<file path="config.mk">
export PLATFORM = sky130hd
export DESIGN_NAME = pcf_top
export DESIGN_NICKNAME = d
export VERILOG_FILES = /design/src/pcf_pkg.sv /design/src/pcf_path_fsm.sv /design/src/pcf_top.sv
export SDC_FILE = /design/constraint.sdc
export NUM_CORES = 1
export LEC_CHECK = 0
export BUFFER_PORTS_ARGS = -buffer_cell sky130_fd_sc_hd__buf_2
export CAP_MARGIN = 10
export CORE_AREA = 3 3 95 97
export DETAILED_ROUTE_END_ITERATION = 16
export DIE_AREA = 0 0 98 100
export HOLD_SLACK_MARGIN = 0.03
export PLACE_DENSITY = 0.88
export SYNTH_ARGS = -nofsm -noshare
export SYNTH_HDL_FRONTEND = slang
export SYNTH_SLANG_ARGS = --single-unit
export TNS_END_PERCENT = 30
</file>
<file path="constraint.sdc">
create_clock -name clk -period 3.35 [get_ports clk]
set_input_delay 0.335 -clock clk [delete_from_list [all_inputs] [get_ports clk]]
set_output_delay 0.335 -clock clk [all_outputs]
set_load 0.005 [all_outputs]
</file>
<file path="src/pcf_pkg.sv">
// Constants, types and register map for the data path configuration controller.
// Assumes a single 50 MHz management clock shared by all users of the package.
package pcf_pkg;
  localparam int PCF_LANES = 8;
  localparam int PCF_PATHS = 2;
  // Lane assignment of each path, fixed at build time
  localparam int PCF_HOST_FIRST [PCF_PATHS] = '{0, 4};
  localparam int PCF_HOST_COUNT [PCF_PATHS] = '{4, 4};
  localparam int PCF_MEDIA_FIRST [PCF_PATHS] = '{0, 4};
  localparam int PCF_MEDIA_COUNT [PCF_PATHS] = '{4, 4};

  // Module state codes seen on the module_state input
  localparam logic [2:0] PCF_MOD_STARTUP = 3'h1;
  localparam logic [2:0] PCF_MOD_UP = 3'h3;

  // Register byte offsets
  localparam logic [7:0] PCF_OFS_CTRL = 8'h00;
  localparam logic [7:0] PCF_OFS_TEARDOWN = 8'h04;
  localparam logic [7:0] PCF_OFS_TX_OFF = 8'h08;
  localparam logic [7:0] PCF_OFS_TX_QUIET = 8'h0C;
  localparam logic [7:0] PCF_OFS_APPLY = 8'h10;
  localparam logic [7:0] PCF_OFS_PENDING = 8'h14;
  localparam logic [7:0] PCF_OFS_STATE = 8'h18;
  localparam logic [7:0] PCF_OFS_IRQ_STATUS = 8'h1C;
  localparam logic [7:0] PCF_OFS_IRQ_MASK = 8'h20;

  // Field positions and reset values
  localparam int PCF_CTRL_LOWPWR_BIT = 0;
  localparam int PCF_CTRL_STEPWISE_BIT = 1;
  localparam int PCF_APPLY_NOW_BIT = 8;
  localparam int PCF_STATE_FIELD_W = 4;
  localparam logic [PCF_LANES-1:0] PCF_TEARDOWN_RST = 8'hFF;
  localparam logic [PCF_LANES-1:0] PCF_LANES_RST = 8'h00;
  localparam logic [PCF_PATHS-1:0] PCF_PATHS_RST = 2'h0;

  localparam logic [1:0] PCF_RESP_OKAY = 2'h0;
  localparam logic [1:0] PCF_RESP_SLVERR = 2'h2;

  typedef enum logic [2:0] {
    st_path_idle = 3'h1,
    st_path_initializing = 3'h2,
    st_path_initialized = 3'h3,
    st_path_tearing_down = 3'h4,
    st_tx_turning_on = 3'h5,
    st_path_active = 3'h6,
    st_tx_turning_off = 3'h7
  } pcf_state_e;

  // Completion reports from one path's resources
  typedef struct packed {
    logic init_done;
    logic deinit_done;
    logic tx_on_done;
    logic tx_off_done;
  } pcf_done_s;

  // Per-lane host controls feeding every machine
  typedef struct packed {
    logic [PCF_LANES-1:0] lane_teardown_bit;
    logic [PCF_LANES-1:0] lane_reinit_pending;
    logic [PCF_LANES-1:0] tx_output_off_bit;
    logic [PCF_LANES-1:0] tx_force_quiet_bit;
  } pcf_lanes_s;
endpackage : pcf_pkg

</file>
<file path="src/pcf_path_fsm.sv">
// One data path configuration state machine and its transition conditions.
// Assumes all inputs are synchronous to clk and rst_n is already synchronised.
`timescale 1ns/1ps
`default_nettype none
module pcf_path_fsm
  import pcf_pkg::*;
#(
  parameter int HOST_FIRST = 0,
  parameter int HOST_COUNT = 4,
  parameter int MEDIA_FIRST = 0,
  parameter int MEDIA_COUNT = 4
) (
  input wire logic clk,
  input wire logic rst_n,
  input wire logic [2:0] module_state,
  input wire logic module_reset_cond,
  input wire logic low_power_request,
  input wire logic stepwise_reconfig_only,
  input wire pcf_lanes_s lanes,
  input wire pcf_done_s done,
  output pcf_state_e state,
  output logic [PCF_LANES-1:0] pending_clear,
  output logic state_changed
);
  localparam logic [PCF_LANES-1:0] HOST_MASK =
    PCF_LANES'(((1 << HOST_COUNT) - 1) << HOST_FIRST);

  logic module_up_term;
  logic lane_teardown_any;
  logic pending_reinit_any;
  logic tx_disable_any;
  logic tx_squelch_any;
  logic path_teardown_cond;
  logic path_reteardown_cond;
  logic path_deactivate_cond;
  logic discard;
  pcf_state_e state_next;

  // Lane terms cover only this path's own lanes
  assign lane_teardown_any = |lanes.lane_teardown_bit[HOST_FIRST +: HOST_COUNT];
  assign pending_reinit_any = |lanes.lane_reinit_pending[HOST_FIRST +: HOST_COUNT];
  assign tx_disable_any = |lanes.tx_output_off_bit[MEDIA_FIRST +: MEDIA_COUNT];
  assign tx_squelch_any = |lanes.tx_force_quiet_bit[MEDIA_FIRST +: MEDIA_COUNT];

  // Transition conditions
  assign module_up_term = (module_state == PCF_MOD_UP);
  assign path_teardown_cond = !module_up_term || low_power_request || lane_teardown_any;
  assign path_reteardown_cond = stepwise_reconfig_only ? path_teardown_cond
                                : (path_teardown_cond || pending_reinit_any);
  assign path_deactivate_cond = path_reteardown_cond || tx_disable_any || tx_squelch_any;

  // Reset of the module or its startup phase forces the machine idle
  assign discard = module_reset_cond || (module_state == PCF_MOD_STARTUP);

  // Next state; steady states wait on their named conditions only
  always_comb begin
    state_next = state;
    case (state)
      st_path_idle: begin
        if (!path_teardown_cond) state_next = st_path_initializing;
      end
      st_path_initializing: begin
        if (path_teardown_cond) state_next = st_path_tearing_down;
        else if (done.init_done) state_next = st_path_initialized;
      end
      st_path_initialized: begin
        if (path_reteardown_cond) state_next = st_path_tearing_down;
        else if (!path_deactivate_cond) state_next = st_tx_turning_on;
      end
      st_path_tearing_down: begin
        if (done.deinit_done) state_next = st_path_idle;
      end
      st_tx_turning_on: begin
        if (path_deactivate_cond) state_next = st_tx_turning_off;
        else if (done.tx_on_done) state_next = st_path_active;
      end
      st_path_active: begin
        if (path_deactivate_cond) state_next = st_tx_turning_off;
      end
      st_tx_turning_off: begin
        if (done.tx_off_done) state_next = st_path_initialized;
      end
      default: state_next = st_path_idle;
    endcase
    if (discard) state_next = st_path_idle;
  end

  // State register
  always_ff @(posedge clk or negedge rst_n) begin
    if (!rst_n) begin
      state <= st_path_idle;
      state_changed <= 1'b0;
    end else begin
      state <= state_next;
      state_changed <= (state_next != state);
    end
  end

  // Pending bits of own lanes clear while initializing
  assign pending_clear = (state == st_path_initializing) ? HOST_MASK : PCF_LANES_RST;
endmodule : pcf_path_fsm
`default_nettype wire

</file>
<file path="src/pcf_top.sv">
// Data path configuration controller: AXI4-Lite registers, pending-reinit
// bookkeeping, one state machine per path and a level interrupt.
// Assumes module state, reset condition and completion reports come from
// logic on clk; only rst_n is asynchronous.
//
// Chosen here: register access over AXI4-Lite and the address map.
`timescale 1ns/1ps
`default_nettype none
module pcf_top
  import pcf_pkg::*;
(
  input wire logic clk,
  input wire logic rst_n,
  input wire logic [7:0] s_axi_awaddr,
  input wire logic s_axi_awvalid,
  output logic s_axi_awready,
  input wire logic [31:0] s_axi_wdata,
  input wire logic [3:0] s_axi_wstrb,
  input wire logic s_axi_wvalid,
  output logic s_axi_wready,
  output logic [1:0] s_axi_bresp,
  output logic s_axi_bvalid,
  input wire logic s_axi_bready,
  input wire logic [7:0] s_axi_araddr,
  input wire logic s_axi_arvalid,
  output logic s_axi_arready,
  output logic [31:0] s_axi_rdata,
  output logic [1:0] s_axi_rresp,
  output logic s_axi_rvalid,
  input wire logic s_axi_rready,
  input wire logic [2:0] module_state,
  input wire logic module_reset_cond,
  input wire logic stepwise_reconfig_only,
  input wire pcf_done_s [PCF_PATHS-1:0] path_done,
  output pcf_state_e [PCF_PATHS-1:0] path_state,
  output logic [PCF_PATHS-1:0] path_active,
  output logic apply_now_pulse,
  output logic irq
);
  logic rst_meta_n;
  logic rst_sync_n;
  logic aw_have_reg;
  logic w_have_reg;
  logic [7:0] awaddr_reg;
  logic [31:0] wdata_reg;
  logic [3:0] wstrb_reg;
  logic bvalid_reg;
  logic [1:0] bresp_reg;
  logic rvalid_reg;
  logic [1:0] rresp_reg;
  logic [31:0] rdata_reg;
  logic wr_fire;
  logic wr_hit;
  logic rd_fire;
  logic low_power_reg;
  logic [PCF_LANES-1:0] teardown_reg;
  logic [PCF_LANES-1:0] tx_off_reg;
  logic [PCF_LANES-1:0] tx_quiet_reg;
  logic [PCF_LANES-1:0] pending_reg;
  logic [PCF_LANES-1:0] pending_set;
  logic [PCF_LANES-1:0] pending_clr_all;
  logic [PCF_LANES-1:0] pending_clr [PCF_PATHS];
  logic [PCF_PATHS-1:0] irq_status_reg;
  logic [PCF_PATHS-1:0] irq_mask_reg;
  logic [PCF_PATHS-1:0] irq_clear;
  logic [PCF_PATHS-1:0] path_event;
  logic apply_now_reg;
  logic [31:0] state_word;
  logic [31:0] rd_value;
  logic rd_hit;
  pcf_lanes_s lanes;

  // Reset release through two flops; assertion stays asynchronous
  always_ff @(posedge clk or negedge rst_n) begin
    if (!rst_n) begin
      rst_meta_n <= 1'b0;
      rst_sync_n <= 1'b0;
    end else begin
      rst_meta_n <= 1'b1;
      rst_sync_n <= rst_meta_n;
    end
  end

  // Write channels are taken independently, held until both are in
  assign s_axi_awready = !aw_have_reg && !bvalid_reg;
  assign s_axi_wready = !w_have_reg && !bvalid_reg;
  assign wr_fire = aw_have_reg && w_have_reg && !bvalid_reg;
  always_ff @(posedge clk or negedge rst_sync_n) begin
    if (!rst_sync_n) begin
      aw_have_reg <= 1'b0;
      w_have_reg <= 1'b0;
      awaddr_reg <= 8'h00;
      wdata_reg <= 32'h0000_0000;
      wstrb_reg <= 4'h0;
    end else begin
      if (s_axi_awvalid && s_axi_awready) begin
        aw_have_reg <= 1'b1;
        awaddr_reg <= s_axi_awaddr;
      end else if (wr_fire) begin
        aw_have_reg <= 1'b0;
      end
      if (s_axi_wvalid && s_axi_wready) begin
        w_have_reg <= 1'b1;
        wdata_reg <= s_axi_wdata;
        wstrb_reg <= s_axi_wstrb;
      end else if (wr_fire) begin
        w_have_reg <= 1'b0;
      end
    end
  end

  // Decode of writable offsets
  always_comb begin
    case (awaddr_reg)
      PCF_OFS_CTRL, PCF_OFS_TEARDOWN, PCF_OFS_TX_OFF, PCF_OFS_TX_QUIET,
      PCF_OFS_APPLY, PCF_OFS_IRQ_STATUS, PCF_OFS_IRQ_MASK: wr_hit = 1'b1;
      default: wr_hit = 1'b0;
    endcase
  end

  // Write response one cycle after both channels are in
  always_ff @(posedge clk or negedge rst_sync_n) begin
    if (!rst_sync_n) begin
      bvalid_reg <= 1'b0;
      bresp_reg <= PCF_RESP_OKAY;
    end else if (wr_fire) begin
      bvalid_reg <= 1'b1;
      bresp_reg <= wr_hit ? PCF_RESP_OKAY : PCF_RESP_SLVERR;
    end else if (s_axi_bready) begin
      bvalid_reg <= 1'b0;
    end
  end
  assign s_axi_bvalid = bvalid_reg;
  assign s_axi_bresp = bresp_reg;

  // Host control registers; only the low byte holds lane bits
  always_ff @(posedge clk or negedge rst_sync_n) begin
    if (!rst_sync_n) begin
      low_power_reg <= 1'b0;
      teardown_reg <= PCF_TEARDOWN_RST;
      tx_off_reg <= PCF_LANES_RST;
      tx_quiet_reg <= PCF_LANES_RST;
      irq_mask_reg <= PCF_PATHS_RST;
    end else if (wr_fire && wstrb_reg[0]) begin
      case (awaddr_reg)
        PCF_OFS_CTRL: low_power_reg <= wdata_reg[PCF_CTRL_LOWPWR_BIT];
        PCF_OFS_TEARDOWN: teardown_reg <= wdata_reg[PCF_LANES-1:0];
        PCF_OFS_TX_OFF: tx_off_reg <= wdata_reg[PCF_LANES-1:0];
        PCF_OFS_TX_QUIET: tx_quiet_reg <= wdata_reg[PCF_LANES-1:0];
        PCF_OFS_IRQ_MASK: irq_mask_reg <= wdata_reg[PCF_PATHS-1:0];
        default: ;
      endcase
    end
  end

  // Apply triggers: low byte picks reinit lanes, a separate bit applies now
  assign pending_set = (wr_fire && wstrb_reg[0] && awaddr_reg == PCF_OFS_APPLY)
                       ? wdata_reg[PCF_LANES-1:0] : PCF_LANES_RST;
  always_ff @(posedge clk or negedge rst_sync_n) begin
    if (!rst_sync_n) begin
      apply_now_reg <= 1'b0;
    end else begin
      apply_now_reg <= wr_fire && wstrb_reg[1] && awaddr_reg == PCF_OFS_APPLY
                       && wdata_reg[PCF_APPLY_NOW_BIT];
    end
  end
  assign apply_now_pulse = apply_now_reg;

  // Pending bits: all triggered lanes set together; a set beats a clear
  always_comb begin
    pending_clr_all = PCF_LANES_RST;
    for (int p = 0; p < PCF_PATHS; p++) begin
      pending_clr_all = pending_clr_all | pending_clr[p];
    end
  end
  always_ff @(posedge clk or negedge rst_sync_n) begin
    if (!rst_sync_n) begin
      pending_reg <= PCF_LANES_RST;
    end else begin
      pending_reg <= (pending_reg & ~pending_clr_all) | pending_set;
    end
  end

  assign lanes.lane_teardown_bit = teardown_reg;
  assign lanes.lane_reinit_pending = pending_reg;
  assign lanes.tx_output_off_bit = tx_off_reg;
  assign lanes.tx_force_quiet_bit = tx_quiet_reg;

  // One machine per path, each over its own lanes
  generate
    for (genvar g = 0; g < PCF_PATHS; g++) begin : g_path
      pcf_path_fsm #(
        .HOST_FIRST(PCF_HOST_FIRST[g]),
        .HOST_COUNT(PCF_HOST_COUNT[g]),
        .MEDIA_FIRST(PCF_MEDIA_FIRST[g]),
        .MEDIA_COUNT(PCF_MEDIA_COUNT[g])
      ) u_fsm (
        .clk(clk),
        .rst_n(rst_sync_n),
        .module_state(module_state),
        .module_reset_cond(module_reset_cond),
        .low_power_request(low_power_reg),
        .stepwise_reconfig_only(stepwise_reconfig_only),
        .lanes(lanes),
        .done(path_done[g]),
        .state(path_state[g]),
        .pending_clear(pending_clr[g]),
        .state_changed(path_event[g])
      );
      // Partly lit paths count as not activated
      assign path_active[g] = (path_state[g] == st_path_active);
      assign state_word[g*PCF_STATE_FIELD_W +: PCF_STATE_FIELD_W] = {1'b0, path_state[g]};
    end
  endgenerate
  assign state_word[31:PCF_PATHS*PCF_STATE_FIELD_W] = '0;

  // Sticky state-change flags; a new event wins over a write-one clear
  assign irq_clear = (wr_fire && wstrb_reg[0] && awaddr_reg == PCF_OFS_IRQ_STATUS)
                     ? wdata_reg[PCF_PATHS-1:0] : PCF_PATHS_RST;
  always_ff @(posedge clk or negedge rst_sync_n) begin
    if (!rst_sync_n) begin
      irq_status_reg <= PCF_PATHS_RST;
    end else begin
      irq_status_reg <= (irq_status_reg & ~irq_clear) | path_event;
    end
  end
  assign irq = |(irq_status_reg & irq_mask_reg);

  // Read mux; unmapped offsets read zero with an error response
  always_comb begin
    rd_value = 32'h0000_0000;
    rd_hit = 1'b1;
    case (s_axi_araddr)
      PCF_OFS_CTRL: begin
        rd_value[PCF_CTRL_LOWPWR_BIT] = low_power_reg;
        rd_value[PCF_CTRL_STEPWISE_BIT] = stepwise_reconfig_only;
      end
      PCF_OFS_TEARDOWN: rd_value[PCF_LANES-1:0] = teardown_reg;
      PCF_OFS_TX_OFF: rd_value[PCF_LANES-1:0] = tx_off_reg;
      PCF_OFS_TX_QUIET: rd_value[PCF_LANES-1:0] = tx_quiet_reg;
      PCF_OFS_APPLY: rd_value = 32'h0000_0000;
      PCF_OFS_PENDING: rd_value[PCF_LANES-1:0] = pending_reg;
      PCF_OFS_STATE: rd_value = state_word;
      PCF_OFS_IRQ_STATUS: rd_value[PCF_PATHS-1:0] = irq_status_reg;
      PCF_OFS_IRQ_MASK: rd_value[PCF_PATHS-1:0] = irq_mask_reg;
      default: rd_hit = 1'b0;
    endcase
  end

  // Read data registered one cycle after the address is taken
  assign s_axi_arready = !rvalid_reg;
  assign rd_fire = s_axi_arvalid && s_axi_arready;
  always_ff @(posedge clk or negedge rst_sync_n) begin
    if (!rst_sync_n) begin
      rvalid_reg <= 1'b0;
      rresp_reg <= PCF_RESP_OKAY;
      rdata_reg <= 32'h0000_0000;
    end else if (rd_fire) begin
      rvalid_reg <= 1'b1;
      rresp_reg <= rd_hit ? PCF_RESP_OKAY : PCF_RESP_SLVERR;
      rdata_reg <= rd_value;
    end else if (s_axi_rready) begin
      rvalid_reg <= 1'b0;
    end
  end
  assign s_axi_rvalid = rvalid_reg;
  assign s_axi_rresp = rresp_reg;
  assign s_axi_rdata = rdata_reg;
endmodule : pcf_top
`default_nettype wire

</file>
# Yosys cells after proc, flatten, opt, wreduce, memory -nomap -nowiden
# Cells that the tools add are included.
# Widths: inputs -> output; s select.
[totals] output_inout_bits=51 in_bits=72 reg_bits=83 elab_cells=157
[op_classes] mux=43 n_eq_ne=32 n_reduce_logical=50 n_bitwise=8
[op_table] cell="$mux 3" count=22
[op_table] cell="$eq 8x5->1 const B" count=6
[op_table] cell="$pmux 3 s7" count=2
[op_table] cell="$eq 8x4->1 const B" count=4
[op_table] cell="$reduce_or 4->1" count=8
[op_table] cell="$pmux 6 s5" count=1
[op_table] cell="$eq 3x3->1 const B" count=8
[op_table] cell="$eq 8x3->1 const B" count=2
[op_table] cell="$eq 8x6->1 const B" count=2
[op_table] cell="$logic_not 8->1" count=2
[op_table] cell="$mux 8" count=2
[op_table] cell="$or 8x8->8" count=2
[op_table] cell="$pmux 2 s8" count=1
[op_table] cell="$eq 3x2->1 const B" count=5
[op_table] cell="$logic_and 1x1->1" count=13
[op_table] cell="$mux 1" count=11
[op_table] cell="$logic_or 1x1->1" count=10
[op_table] cell="$reduce_and 2->1" count=5
[op_table] cell="$eq 3x1->1 const B" count=3
[op_table] cell="$reduce_or 9->1" count=1
[op_table] cell="$and 8x8->8" count=1
[op_table] cell="$not 8->8" count=1
[op_table] cell="$reduce_bool 2->1" count=4
[op_table] cell="$reduce_or 7->1" count=1
[op_table] cell="8 further kinds" count=16

# Depth between registers and ports, before layout
# Gate-level depths: netlist of run 1.
[depth] word_depth=13 mapped_depth=7 ltp_nobuf=6

# By module
# A second synthesis of run 1 with hierarchy kept.
[hier_totals] cells_unflattened=453 hier_area_um2=4880.9
[modules_own_cells] mod="pcf_top" area_per_inst_um2=3657.3 cells_per_inst=301 instances=1 seq_area_each_um2=1836.8
[modules_own_cells] mod="pcf_path_fsm" area_per_inst_um2=611.8 cells_per_inst=76 instances=2 seq_area_each_um2=101.3

# Worst setup path after synthesis of run 1
# OpenSTA, ideal clock, no wires.
[synth_path] path_type="reg2reg" start="register tx_quiet_reg[1]" end="register g_path[0].u_fsm.state_changed" required_time_ps=3218 slack_ps=1418 stages_incl_launch_ff=7 n_path_buf=0 period_less_slack_ps=1932 setup_ps=132 arrival_ps=1800 path_cell_list="dfrtp_1 > or4_4 > or2_0 > or3_1 > a21oi_1 > mux2_4 > o221ai_2"
[synth_between] elab_chain_cells=7 elab_cells_between_ends=9 classes_between="eq/ne: 1; mux: 6; reduce/logical: 2"
[synth_lines] element="start: declaration" line="pcf_top.sv:58" source="logic [PCF_LANES-1:0] tx_quiet_reg;"
[synth_lines] element="start signal: assignment" line="pcf_top.sv:149" source="PCF_OFS_TX_QUIET: tx_quiet_reg <= wdata_reg[PCF_LANES-1:0];"
[synth_lines] element="$reduce_or 4->1 *" line="pcf_path_fsm.sv:43" source="assign tx_squelch_any = |lanes.tx_force_quiet_bit[MEDIA_FIRST +: MEDIA_COUNT];"
[synth_lines] element="$logic_or 1x1->1 *" line="pcf_path_fsm.sv:50" source="assign path_deactivate_cond = path_reteardown_cond || tx_disable_any || tx_squelch_any;"
[synth_lines] element="$mux 3" line="pcf_path_fsm.sv:68" source="else if (!path_deactivate_cond) state_next = st_tx_turning_on;"
[synth_lines] element="$mux 3" line="pcf_path_fsm.sv:67" source="if (path_reteardown_cond) state_next = st_path_tearing_down;"
[synth_lines] element="$pmux 3 s7 *" line="pcf_path_fsm.sv:58" source="case (state)"
[synth_lines] element="$mux 3 *" line="pcf_path_fsm.sv:85" source="if (discard) state_next = st_path_idle;"
[synth_lines] element="$ne 3x3->1 *" line="pcf_path_fsm.sv:95" source="state_changed <= (state_next != state);"
[synth_lines] element="end signal: assignment" line="pcf_path_fsm.sv:95"
[synth_lines] element="end: declaration" line="pcf_path_fsm.sv:23" source="output logic state_changed"
# Mark *: on every way between the ends. The rest lies on a longest branch, timed or not.
# A chain may end at the register's enable or synchronous reset.

# Worst setup path after layout of run 1
[layout_path] start="register tx_off_reg[1]" end="register g_path[0].u_fsm.state_changed"
[layout_between] elab_chain_cells=8 elab_cells_between_ends=10 classes_between="eq/ne: 1; mux: 6; reduce/logical: 3"
[layout_lines] element="start: declaration" line="pcf_top.sv:57" source="logic [PCF_LANES-1:0] tx_off_reg;"
[layout_lines] element="start signal: assignment" line="pcf_top.sv:148" source="PCF_OFS_TX_OFF: tx_off_reg <= wdata_reg[PCF_LANES-1:0];"
[layout_lines] element="$reduce_or 4->1 *" line="pcf_path_fsm.sv:42" source="assign tx_disable_any = |lanes.tx_output_off_bit[MEDIA_FIRST +: MEDIA_COUNT];"
[layout_lines] element="$logic_or 1x1->1 * (2 in a row)" line="pcf_path_fsm.sv:50"
[layout_lines] element="$mux 3" line="pcf_path_fsm.sv:68"
[layout_lines] element="$mux 3" line="pcf_path_fsm.sv:67"
[layout_lines] element="$pmux 3 s7 *" line="pcf_path_fsm.sv:58"
[layout_lines] element="$mux 3 *" line="pcf_path_fsm.sv:85"
[layout_lines] element="$ne 3x3->1 *" line="pcf_path_fsm.sv:95"
# Marked as above.

==> run summary, run 1 <==
Final setup fails: 0
Slew Limit Fails: 0
Slew @ Worst Pin: 0.884 ns
Crit path required time: 3.59 ns
Number of H-tree levels: 3
PwrDens: 615 nW/um2
# DRC: 0
Final Core Density: 58.4%
First-pass GRT wire length: 16.6 mm
Final GP Congestion: 0.959
#FFs+latches synth: 81
Largest net degree at the start of global routing: 61
Routed Wire Length: 9.73 mm
Skew final: 0.0105 ns
Total CTS buffers: 9
RSZ-0062 raised after global routing: false
Antenna Cells: 0
Critical Path Fanout Max: 3
Via density: 5.78
Layout cells sized above 1: 27.5%
Die ar.: 9800 um2
Per-cell routed wire length: 16.9 um
Outcome: finished clean
Critical Path Start Type: flop
Min cycle time layout: 2.31 ns
Crit path max-delay cell type: or4_1
Worst slack, placed: 1.09 ns
VDD IR max: 0.382 mV
I/O Buffers: 71
Dpl hpwl: 7.29 mm
CP peak stage delay: 0.61 ns
Max-cap violations: 0
Largest register FFs: 9
Sequential share of the synthesized area: 47.8%
Fraction of registers with async set or reset after synthesis: 100%
Critical Path AT: 2.54 ns
Synth unique cells: 62
Adder-Cell Fraction of Synth Area: 0%
Worst setup margin: 1.04 ns
Tot GR Track Use: 21.0%
Clock-pin slew on the worst setup and hold paths: 0.09 ns
Crit path kind: reg -> reg
# fillers: 697
Vias in the first global route: 3353
Post-synth top area share: 41.6%
Vias: 3336
Crit share post-route: 68.9%
Initial antenna violation count: 0
DRT antenna net count: 0
Ys flop type: dfrtp_1
Crit. End Element: flop
Gr ovfl total: 0
Post-synth EDFFs: 0
Layout Nets: 539
Mapped Area: 4270 um2
Achievable Freq: 433 MHz
Ports: 123
Final Hold Fails: 0
Ys Warns: 0
Buf/Inv on CP: 0
Largest area contributor in the netlist: dfrtp_1
Clock sink total: 81
Top post-synthesis cells by area: dfrtp_1 42%, mux2_1 7.1%, dfstp_2 6.2%
Starting density of the core: 51.9%
Die Y: 100 um
Static Leak: 2.25 nW
Mapped Cells: 400
Synth Area per Inst: 10.7 um2
Die X: 98 um
Area growth from synthesis to final layout: 12.5%
CTS root buf: clkbuf_8
Rel. slew slack: 40.6%
CORE AREA: 8220 um2
Post-Synth Simple-Gate Area: 15.5%
Max Root-Sink Buffers: 2
1st-pass router iterations: 5
Family with the most delay on the worst path: simple AND/OR/NAND/NOR gates
Worst hold path class: in -> reg
Synth Area in Compound Gates: 13.2%
Worst-skew pair later-pin latency: 0.35 ns
CP Cell Sequence: or4_1 -> or2_0 -> o311ai_0 -> and3_2 -> o221ai_2
Setup_tns: 0 ns
Proportion of synthesized area in mux cells: 16.3%
Initial DRC Count: 326
Post-synthesis xor/xnor area fraction: 0%
Core Rows: 33
CTS tree: done
Largest family of logic cells by synthesized area: multiplexers
==> where the power goes <==
group          total [mW]  internal, mW  switching (mW)
Clock               0.740         0.370           0.369
Sequential           1.47          1.21           0.262
Combinational       0.739         0.375           0.364
Total                2.95          1.96           0.995
==> cell usage in the layout, fill, tap and decap left out, types with 5 or more instances in the layout <==
master    Yosys  layout
buf_2         0      71
dfrtp_1      71      70
nand2_1      33      33
mux2_1       27      27
conb_1        2      27
nor2_1       22      22
mux2_2       21      21
mux2i_1      14      14
a21oi_1      13      13
o21ai_0      12      12
a22o_1       11      11
nor3_1       10      10
o21ai_1      10      10
clkbuf_8      0      10
dfstp_2      10      10
nand3_1       9       9
inv_1         7       7
nor4_1        6       6
nand2b_1      5       5
a21o_1        5       5
==> cells by family after synthesis <==
| logic type | after synthesis |
|---|---|
| mux | 63 |
| compound gates | 81 |
| buf+inv | 50 |
| other cells | 2 |
| simple gates | 123 |
| flops | 81 |
==> through the flow <==
stage                     instances  cell area, um2  hold WS [ns]  power, mW
after floorplan                 425            4360        0.0394       2.00
after global placement          560            4590         0.121       2.17
after detailed placement        560            4590         0.121       2.22
after CTS                       577            4800         0.140       2.96
after global routing            577            4800         0.135       3.14
final                           577            4800         0.151       2.95
==> cell type report <==
| cell class | instances | area (um2) | share of cell area (%) |
|---|---|---|---|
| Clock buffer | 11 | 141 | 2.95 |
| Clock inverter | 5 | 63.8 | 1.33 |
| Inverter | 8 | 30.0 | 0.625 |
| Multi-Input combinational cell | 294 | 2020 | 42.1 |
| Sequential cell | 81 | 2040 | 42.5 |
| Tap cell | 105 | 131 | 2.74 |
| Timing Repair Buffer | 73 | 373 | 7.77 |
==> layer usage <==
layer / global-route usage, % / wire length, um
met1: 27.5 / 4140
met2: 35.1 / 4750
met3: 4.86 / 699
met4: 6.39 / 148
met5: 0 / 0
==> final timing paths <==
kind                                    start                       endpoint  slack (ns)  depth (start not counted)
worst max-delay path            tx_off_reg[1]  g_path[0].u_fsm.state_changed        1.04                          5
worst min-delay path             s_axi_bready                   s_axi_bvalid        0.15                          2
worst max register to register  tx_off_reg[1]  g_path[0].u_fsm.state_changed        1.04                          5
worst min register to register     rst_sync_n                   wdata_reg[2]        0.21                          0
max in group asynchronous          rst_sync_n       g_path[0].u_fsm.state[2]        2.03                          1
min in group asynchronous          rst_sync_n                   wdata_reg[2]        0.21                          0
==> timing repair <==
action	CTS	global route
resized for setup	0	0
setup endpoints to repair	0	0
hold endpoints to repair	2	0
hold buffers	1	0
buffers inserted	0	0
==> cells in the mapped netlist (all sizes together), types with 5 or more instances <==
master / number
mux2: 49
a21o: 5
o21ai: 22
nand2b: 5
o221ai: 5
dfstp: 10
nand2: 33
nor4: 7
dfrtp: 71
a22o: 11
inv: 8
nand3b: 6
nand3: 10
buf: 29
nor2: 23
mux2i: 14
nor3: 10
a21oi: 13
clkbuf: 13
(Power assumes the default switching activity.)
==> inputs of run 2 (changes only) <==
==> constraint.sdc (replaced) <==
create_clock -name clk -period 2.28 [get_ports clk]
set_input_delay 0.228 -clock clk [delete_from_list [all_inputs] [get_ports clk]]
set_output_delay 0.228 -clock clk [all_outputs]
set_load 0.005 [all_outputs]
==> run 2 against run 1 <==
Against the previous run:
- non-clock buffer count up 3
- hold slack worse by 0.11 ns
- wire length down 2.6%
- clock power up 42%
- clock skew about the same
- cell count up 0.52%
- sequential share of layout area down 0.24 points
- critical endpoint unchanged
- largest cell class unchanged
==> run summary, run 2 (synthesized netlist as in run 1, its figures left out) <==
Clock sink total: 81 (unchanged)
Largest net degree at the start of global routing: 80 (+31%)
Layout cells sized above 1: 27.8% (+0.25 points)
Die ar.: 9800 um2 (unchanged)
Total CTS buffers: 9 (unchanged)
Worst hold path class: in -> reg
# fillers: 695 (-0.29%)
Gr ovfl total: 0 (unchanged)
Die X: 98 um (unchanged)
Endpoint, Worst Hold: s_axi_rvalid
Vias: 3322 (-0.42%)
Switching share of power: 33.2% (-0.50 points)
Power consumption: 4.34 mW (+47%)
Static Leak: 2.27 nW (+0.84%)
Largest register FFs: 9 (unchanged)
Crit path required time: 2.52 ns (-1.07 ns)
CORE AREA: 8220 um2 (unchanged)
Layout Nets: 542 (+0.56%)
Area growth from synthesis to final layout: 13.1%
Antenna Cells: 0 (unchanged)
CTS tree: done
Inst Count DP: 563 (+0.54%)
Placed inst area: 4620 um2 (+0.76%)
Hold Crit Depth: 2 (unchanged)
Per-cell routed wire length: 16.3 um (-3.1%)
Crit share post-route: 93.9% (+25 points)
Worst r2r path cells: 5 (unchanged)
Initial DRC Count: 212 (-35%)
Critical Path Fanout Max: 3 (unchanged)
Slew Limit Fails: 0 (unchanged)
PwrDens: 898 nW/um2 (+46%)
# DRC: 0 (unchanged)
Clock-pin slew on the worst setup and hold paths: 0.08 ns (about the same)
Skew final: 0.0107 ns (+0.000224 ns)
Outcome: finished clean
Setup_tns: 0 ns (unchanged)
Tot GR Track Use: 19.8% (-1.2 points)
Vias in the first global route: 3243 (-3.3%)
Flop-to-flop setup slack: 0.14 ns (-0.90 ns)
Initial antenna violation count: 0 (unchanged)
CP peak stage delay: 0.59 ns (-0.02 ns)
Number of H-tree levels: 3 (unchanged)
Critical Path AT: 2.38 ns (-0.16 ns)
Critical Path Start Type: flop
Clk network pwr share: 24.3% (-0.7 points)
Crit. End Element: flop
Hold Slack: 0.0408 ns (-0.110 ns)
Final GP Congestion: 0.936 (-2.3%)
Routed Wire Length: 9.48 mm (-2.6%)
RSZ-0062 raised after global routing: false
Fin area: 4830 um2 (+0.57%)
Int Power: 2.90 mW (+48%)
CP Cell Sequence: or4_1 -> or2_0 -> o311ai_0 -> and3_2 -> o221ai_2
Crit path kind: reg -> reg
Non-Filler Instances: 580 (+0.52%)
Final Hold Fails: 0 (unchanged)
Max Root-Sink Buffers: 2 (unchanged)
Via density: 5.73 (-0.93%)
Die Y: 100 um (unchanged)
Most frequent cells in the layout: 71 x buf_2, 70 x dfrtp_1, 33 x nand2_1
1st-pass router iterations: 5 (unchanged)
DRT antenna net count: 0 (unchanged)
Final setup fails: 0 (unchanged)
Max-cap violations: 0 (unchanged)
Most common cell after layout, fill and taps aside: buf_2
Register share of total power: 50.0% (about the same)
P_sw: 1.44 mW (+45%)
FF-to-FF End: g_path[0].u_fsm.state_changed
Worst hold start: s_axi_rready
First-pass GRT wire length: 15.6 mm (-6.0%)
CTS root buf: clkbuf_8
VDD IR max: 0.587 mV (+53%)
I/O Buffers: 71 (unchanged)
Worst r2r src: tx_off_reg[1]
Ports: 123 (unchanged)
Min cycle time layout: 2.14 ns (-0.166 ns)
Rel. slew slack: 60.6% (+20 points)
Slew @ Worst Pin: 0.586 ns (-0.298 ns)
Starting density of the core: 51.9% (unchanged)
Crit path max-delay cell type: or4_1
Dpl hpwl: 7.18 mm (-1.5%)
Core Rows: 33 (unchanged)
Combinational fraction of design power: 25.7% (+0.7 points)
Worst-skew pair later-pin latency: 0.36 ns (about the same)
Achievable Freq: 467 MHz (+7.8%)
==> run 2: repair_timing <==
action                                 CTS  global route
setup buffers                            0             0
endpoints found under the hold margin    2             0
hold buffers                             1             0
resized for setup                        0             0
==> run 2: critical path: cells and delay by family (launching register included) <==
family             cells  cell delay (ns)
DFF                    1             0.40
and+or+nand+nor        3             1.11
AOI/OAI and AO/OA      2             0.52
==> run 2: area by class of cell <==
cell class | instances | area (um2) | area share [%]
clock buffers | 12 | 145 | 3.01
clock inverters | 4 | 52.6 | 1.09
inverters | 8 | 30.0 | 0.622
multi-input cells | 294 | 2020 | 41.9
flip-flops and latches | 81 | 2040 | 42.3
well taps | 105 | 131 | 2.72
repair buffers | 76 | 408 | 8.45
==> run 2: power by group through the flow <==
stage	Combinational (mW)	Sequential [mW]	Clock, mW
floorplan	0.913	2.02	0
global placement	1.06	2.16	0
detailed placement	1.11	2.19	0
CTS	1.12	2.16	1.07
global route	1.24	2.23	1.13
finish	1.12	2.17	1.05
==> run 2: stage by stage <==
step,util [%],worst slack [ns]
6_report,58.8,0.139
5_1_grt,58.8,0.0141
3_3_place_gp,56.2,0.210
4_1_cts,58.8,0.134
2_1_floorplan,-,0.348
3_5_place_dp,56.2,0.137
==> run 2: how the worst max path moves through the flow <==
stage,startpoint,endpoint,slack [ns],cells after the start
5_1_grt,tx_quiet_reg[1],g_path[0].u_fsm.state_changed,0.01,5
3_5_place_dp,tx_off_reg[0],g_path[0].u_fsm.state_changed,0.14,5
2_1_floorplan,tx_quiet_reg[1],g_path[0].u_fsm.state_changed,0.35,6
6_report,tx_off_reg[1],g_path[0].u_fsm.state_changed,0.14,5
3_3_place_gp,tx_off_reg[1],g_path[0].u_fsm.state_changed,0.21,5
4_1_cts,tx_off_reg[1],g_path[0].u_fsm.state_changed,0.13,5
==> run 2: layer usage <==
layer  vias up  share of wire (%)  track usage, %
met2       133                 49            33.3
met1      1618                 43            25.4
li1       1558                  -               -
met3        13                7.2            4.66
met4         0                1.4            6.60
met5         -                  0               0
==> inputs of run 3 (changes only) <==
--- a/config.mk
+++ b/config.mk
@@ -7,12 +7,14 @@
 export LEC_CHECK = 0
 export BUFFER_PORTS_ARGS = -buffer_cell sky130_fd_sc_hd__buf_2
 export CAP_MARGIN = 10
-export CORE_AREA = 3 3 95 97
+export CORE_AREA = 2 2 99 101
 export DETAILED_ROUTE_END_ITERATION = 16
-export DIE_AREA = 0 0 98 100
+export DIE_AREA = 0 0 101 103
 export HOLD_SLACK_MARGIN = 0.03
 export PLACE_DENSITY = 0.88
+export SKIP_CTS_REPAIR_TIMING = 1
 export SYNTH_ARGS = -nofsm -noshare
 export SYNTH_HDL_FRONTEND = slang
+export SYNTH_HIERARCHICAL = 1
 export SYNTH_SLANG_ARGS = --single-unit
 export TNS_END_PERCENT = 30
==> run 3 against run 2 <==
Against the previous run:
- synthesized cell count is 13% higher
- total power rose by 3.7%
- critical path type unchanged
- highest routed layer unchanged
- maximum frequency decreased by 4.3%
==> run summary, run 3 <==
Outcome: finished clean
Gr ovfl total: 0 (unchanged)
Largest net degree at the start of global routing: 36 (-55%)
First-pass GRT wire length: 18.1 mm (+16%)
Max-cap violations: 0 (unchanged)
Initial antenna violation count: 0 (unchanged)
Ys Warns: 6 (+6)
Worst hold path class: in -> reg
Ys flop type: dfrtp_1
Slew Limit Fails: 0 (unchanged)
#FFs+latches synth: 81 (unchanged)
Most common cell after layout, fill and taps aside: buf_2
Initial DRC Count: 265 (+25%)
Hold Crit Depth: 2 (unchanged)
Rel. slew slack: 59.3% (-1.3 points)
Number of H-tree levels: 3 (unchanged)
1st-pass router iterations: 5 (unchanged)
CTS root buf: clkbuf_8
Synth Area per Inst: 10.8 um2 (+0.98%)
Static Leak: 2.52 nW (+11%)
Mapped Cells: 453 (+13%)
Area growth from synthesis to final layout: 11.0%
Most frequent cells in the layout: 71 x buf_2, 70 x dfrtp_1, 56 x mux2_2
Core Rows: 36 (+9.1%)
Worst-skew pair later-pin latency: 0.37 ns (about the same)
Total CTS buffers: 9 (unchanged)
Achievable Freq: 447 MHz (-4.3%)
CTS tree: done
Post-synth top area share: 36.4% (-5.2 points)
Mapped Area: 4880 um2 (+14%)
Crit. End Element: flop
Highest metal used: met4
Die Y: 103 um (+3.0%)
Fraction of registers with async set or reset after synthesis: 100% (unchanged)
Dpl hpwl: 8.25 mm (+15%)
Met2 WL post-DR: 5.25 mm (+14%)
Via density: 5.92 (+3.4%)
Vias: 3809 (+15%)
Min cycle time layout: 2.24 ns (+0.0971 ns)
Per-cell routed wire length: 17.5 um (+7.1%)
CORE AREA: 9460 um2 (+15%)
Area of the multi-input gates: 2480 um2 (+23%)
RSZ-0062 raised after global routing: false
Inst Count DP: 621 (+10%)
Final Core Density: 57.3% (-1.5 points)
Layout cells sized above 1: 39.3% (+12 points)
Non-Filler Instances: 643 (+11%)
Final GP Congestion: 1.03 (+10%)
Hold Slack: 0.0280 ns (-0.0128 ns)
Top post-synthesis cells by area: dfrtp_1 36%, mux2_2 13%, buf_4 6.3%
Tot GR Track Use: 22.6% (+2.7 points)
Clock-pin slew on the worst setup and hold paths: 0.08 ns (about the same)
Setup_tns: 0 ns (unchanged)
Antenna Cells: 0 (unchanged)
Slew @ Worst Pin: 0.609 ns (+0.0233 ns)
WL met3: 1.06 mm (+55%)
Largest area contributor in the netlist: dfrtp_1
I/O Buffers: 71 (unchanged)
Worst r2r path cells: 5 (unchanged)
Crit path required time: 2.53 ns (about the same)
# DRC: 0 (unchanged)
Largest register FFs: 9 (unchanged)
Die X: 101 um (+3.1%)
Sequential share of the synthesized area: 41.8% (-6.0 points)
Most common cell in the netlist: dfrtp_1
# fillers: 800 (+15%)
VDD IR max: 0.623 mV (+6.1%)
Final setup fails: 0 (unchanged)
Metal-1 WL: 4.70 mm (+16%)
Skew final: 0.00407 ns (-0.00662 ns)
Routed Wire Length: 11.3 mm (+19%)
Crit share post-route: 98.2% (+4.3 points)
Die ar.: 10400 um2 (+6.2%)
Most instantiated cells after synthesis: 71 x dfrtp_1, 56 x mux2_2, 41 x buf_4
Vias in the first global route: 3556 (+9.7%)
PwrDens: 830 nW/um2 (-7.6%)
Crit path kind: reg -> reg
Synth unique cells: 70 (+13%)
DRT antenna net count: 0 (unchanged)
Ports: 123 (unchanged)
Critical Path Fanout Max: 4 (+1)
Max Root-Sink Buffers: 2 (unchanged)
Starting density of the core: 51.6% (-0.34 points)
Post-synth EDFFs: 0 (unchanged)
Critical Path AT: 2.49 ns (+0.11 ns)
Final Hold Fails: 0 (unchanged)
Clock sink total: 81 (unchanged)
Area occupied by registers: 2040 um2 (unchanged)
Layout Nets: 596 (+10%)
Critical Path Start Type: flop
## run 3: cell count changes after synthesis, moves of 10 or more
cell	previous run	this run
buf_4	26	41
clkbuf_1	13	3
mux2i_1	14	4
nand2_1	33	19
nor2_1	22	39
mux2_2	21	56
mux2_1	27	0
## run 3: cell type report
| cell class | instances | share of cell area (%) |
|---|---|---|
| clock buffers | 11 | 2.79 |
| multi-input cells | 333 | 45.8 |
| repair buffers | 88 | 9.19 |
| flip-flops and latches | 81 | 37.7 |
| inverters | 11 | 0.762 |
| well taps | 114 | 2.63 |
| clock inverters | 5 | 1.11 |
## run 3: cells by family after synthesis
kind of cell    Yosys count  share of synthesized area [%]
mux                      61                           14.2
xor+xnor                  2                          0.359
buf+inv                  70                           9.72
compound gates           99                           15.0
flops                    81                           41.8
simple gates            136                           18.7
other cells               4                          0.308
## run 3: stage by stage
step | power, mW | instance area, um2 | setup slack (ns)
6_report | 4.50 | 5420 | 0.0419
5_1_grt | 4.75 | 5420 | 0.0115
4_1_cts | 4.48 | 5370 | 0.0363
3_5_place_dp | 3.37 | 5160 | 0.0550
3_3_place_gp | 3.27 | 5160 | 0.0999
2_1_floorplan | 3.02 | 5000 | 0.180
## run 3: per-layer routing
layer / vias to the layer above / track usage, %
met2: 218 / 37.1
met4: 0 / 6.24
met1: 1824 / 29.6
met5: - / 0
li1: 1736 / -
met3: 31 / 6.10
## run 3: path summary, 6_finish.rpt
check	start	to	slack, ns
min in group asynchronous	rst_n	rst_sync_n	0.17
worst min-delay path	s_axi_bready	s_axi_bvalid	0.03
worst max register to register	teardown_reg[6]	g_path[1].u_fsm/state_changed	0.04
worst min register to register	rst_sync_n	w_have_reg	0.27
max in group asynchronous	rst_sync_n	teardown_reg[1]	1.26
worst max-delay path	teardown_reg[6]	g_path[1].u_fsm/state_changed	0.04
## run 3: power by group
part	internal [mW]	total, mW	leakage, nW	switching (mW)
Combinational	0.656	1.23	1.39	0.578
Clock	0.571	1.12	0.106	0.544
Sequential	1.75	2.15	1.02	0.398
## run 3: worst max-delay path: stages, from the launching register on
cell      delay [ns]
dfstp_2         0.55
and4bb_2        0.27
o211a_1         0.15
a311o_1         0.34
or4_1           0.48
a311o_1         0.33
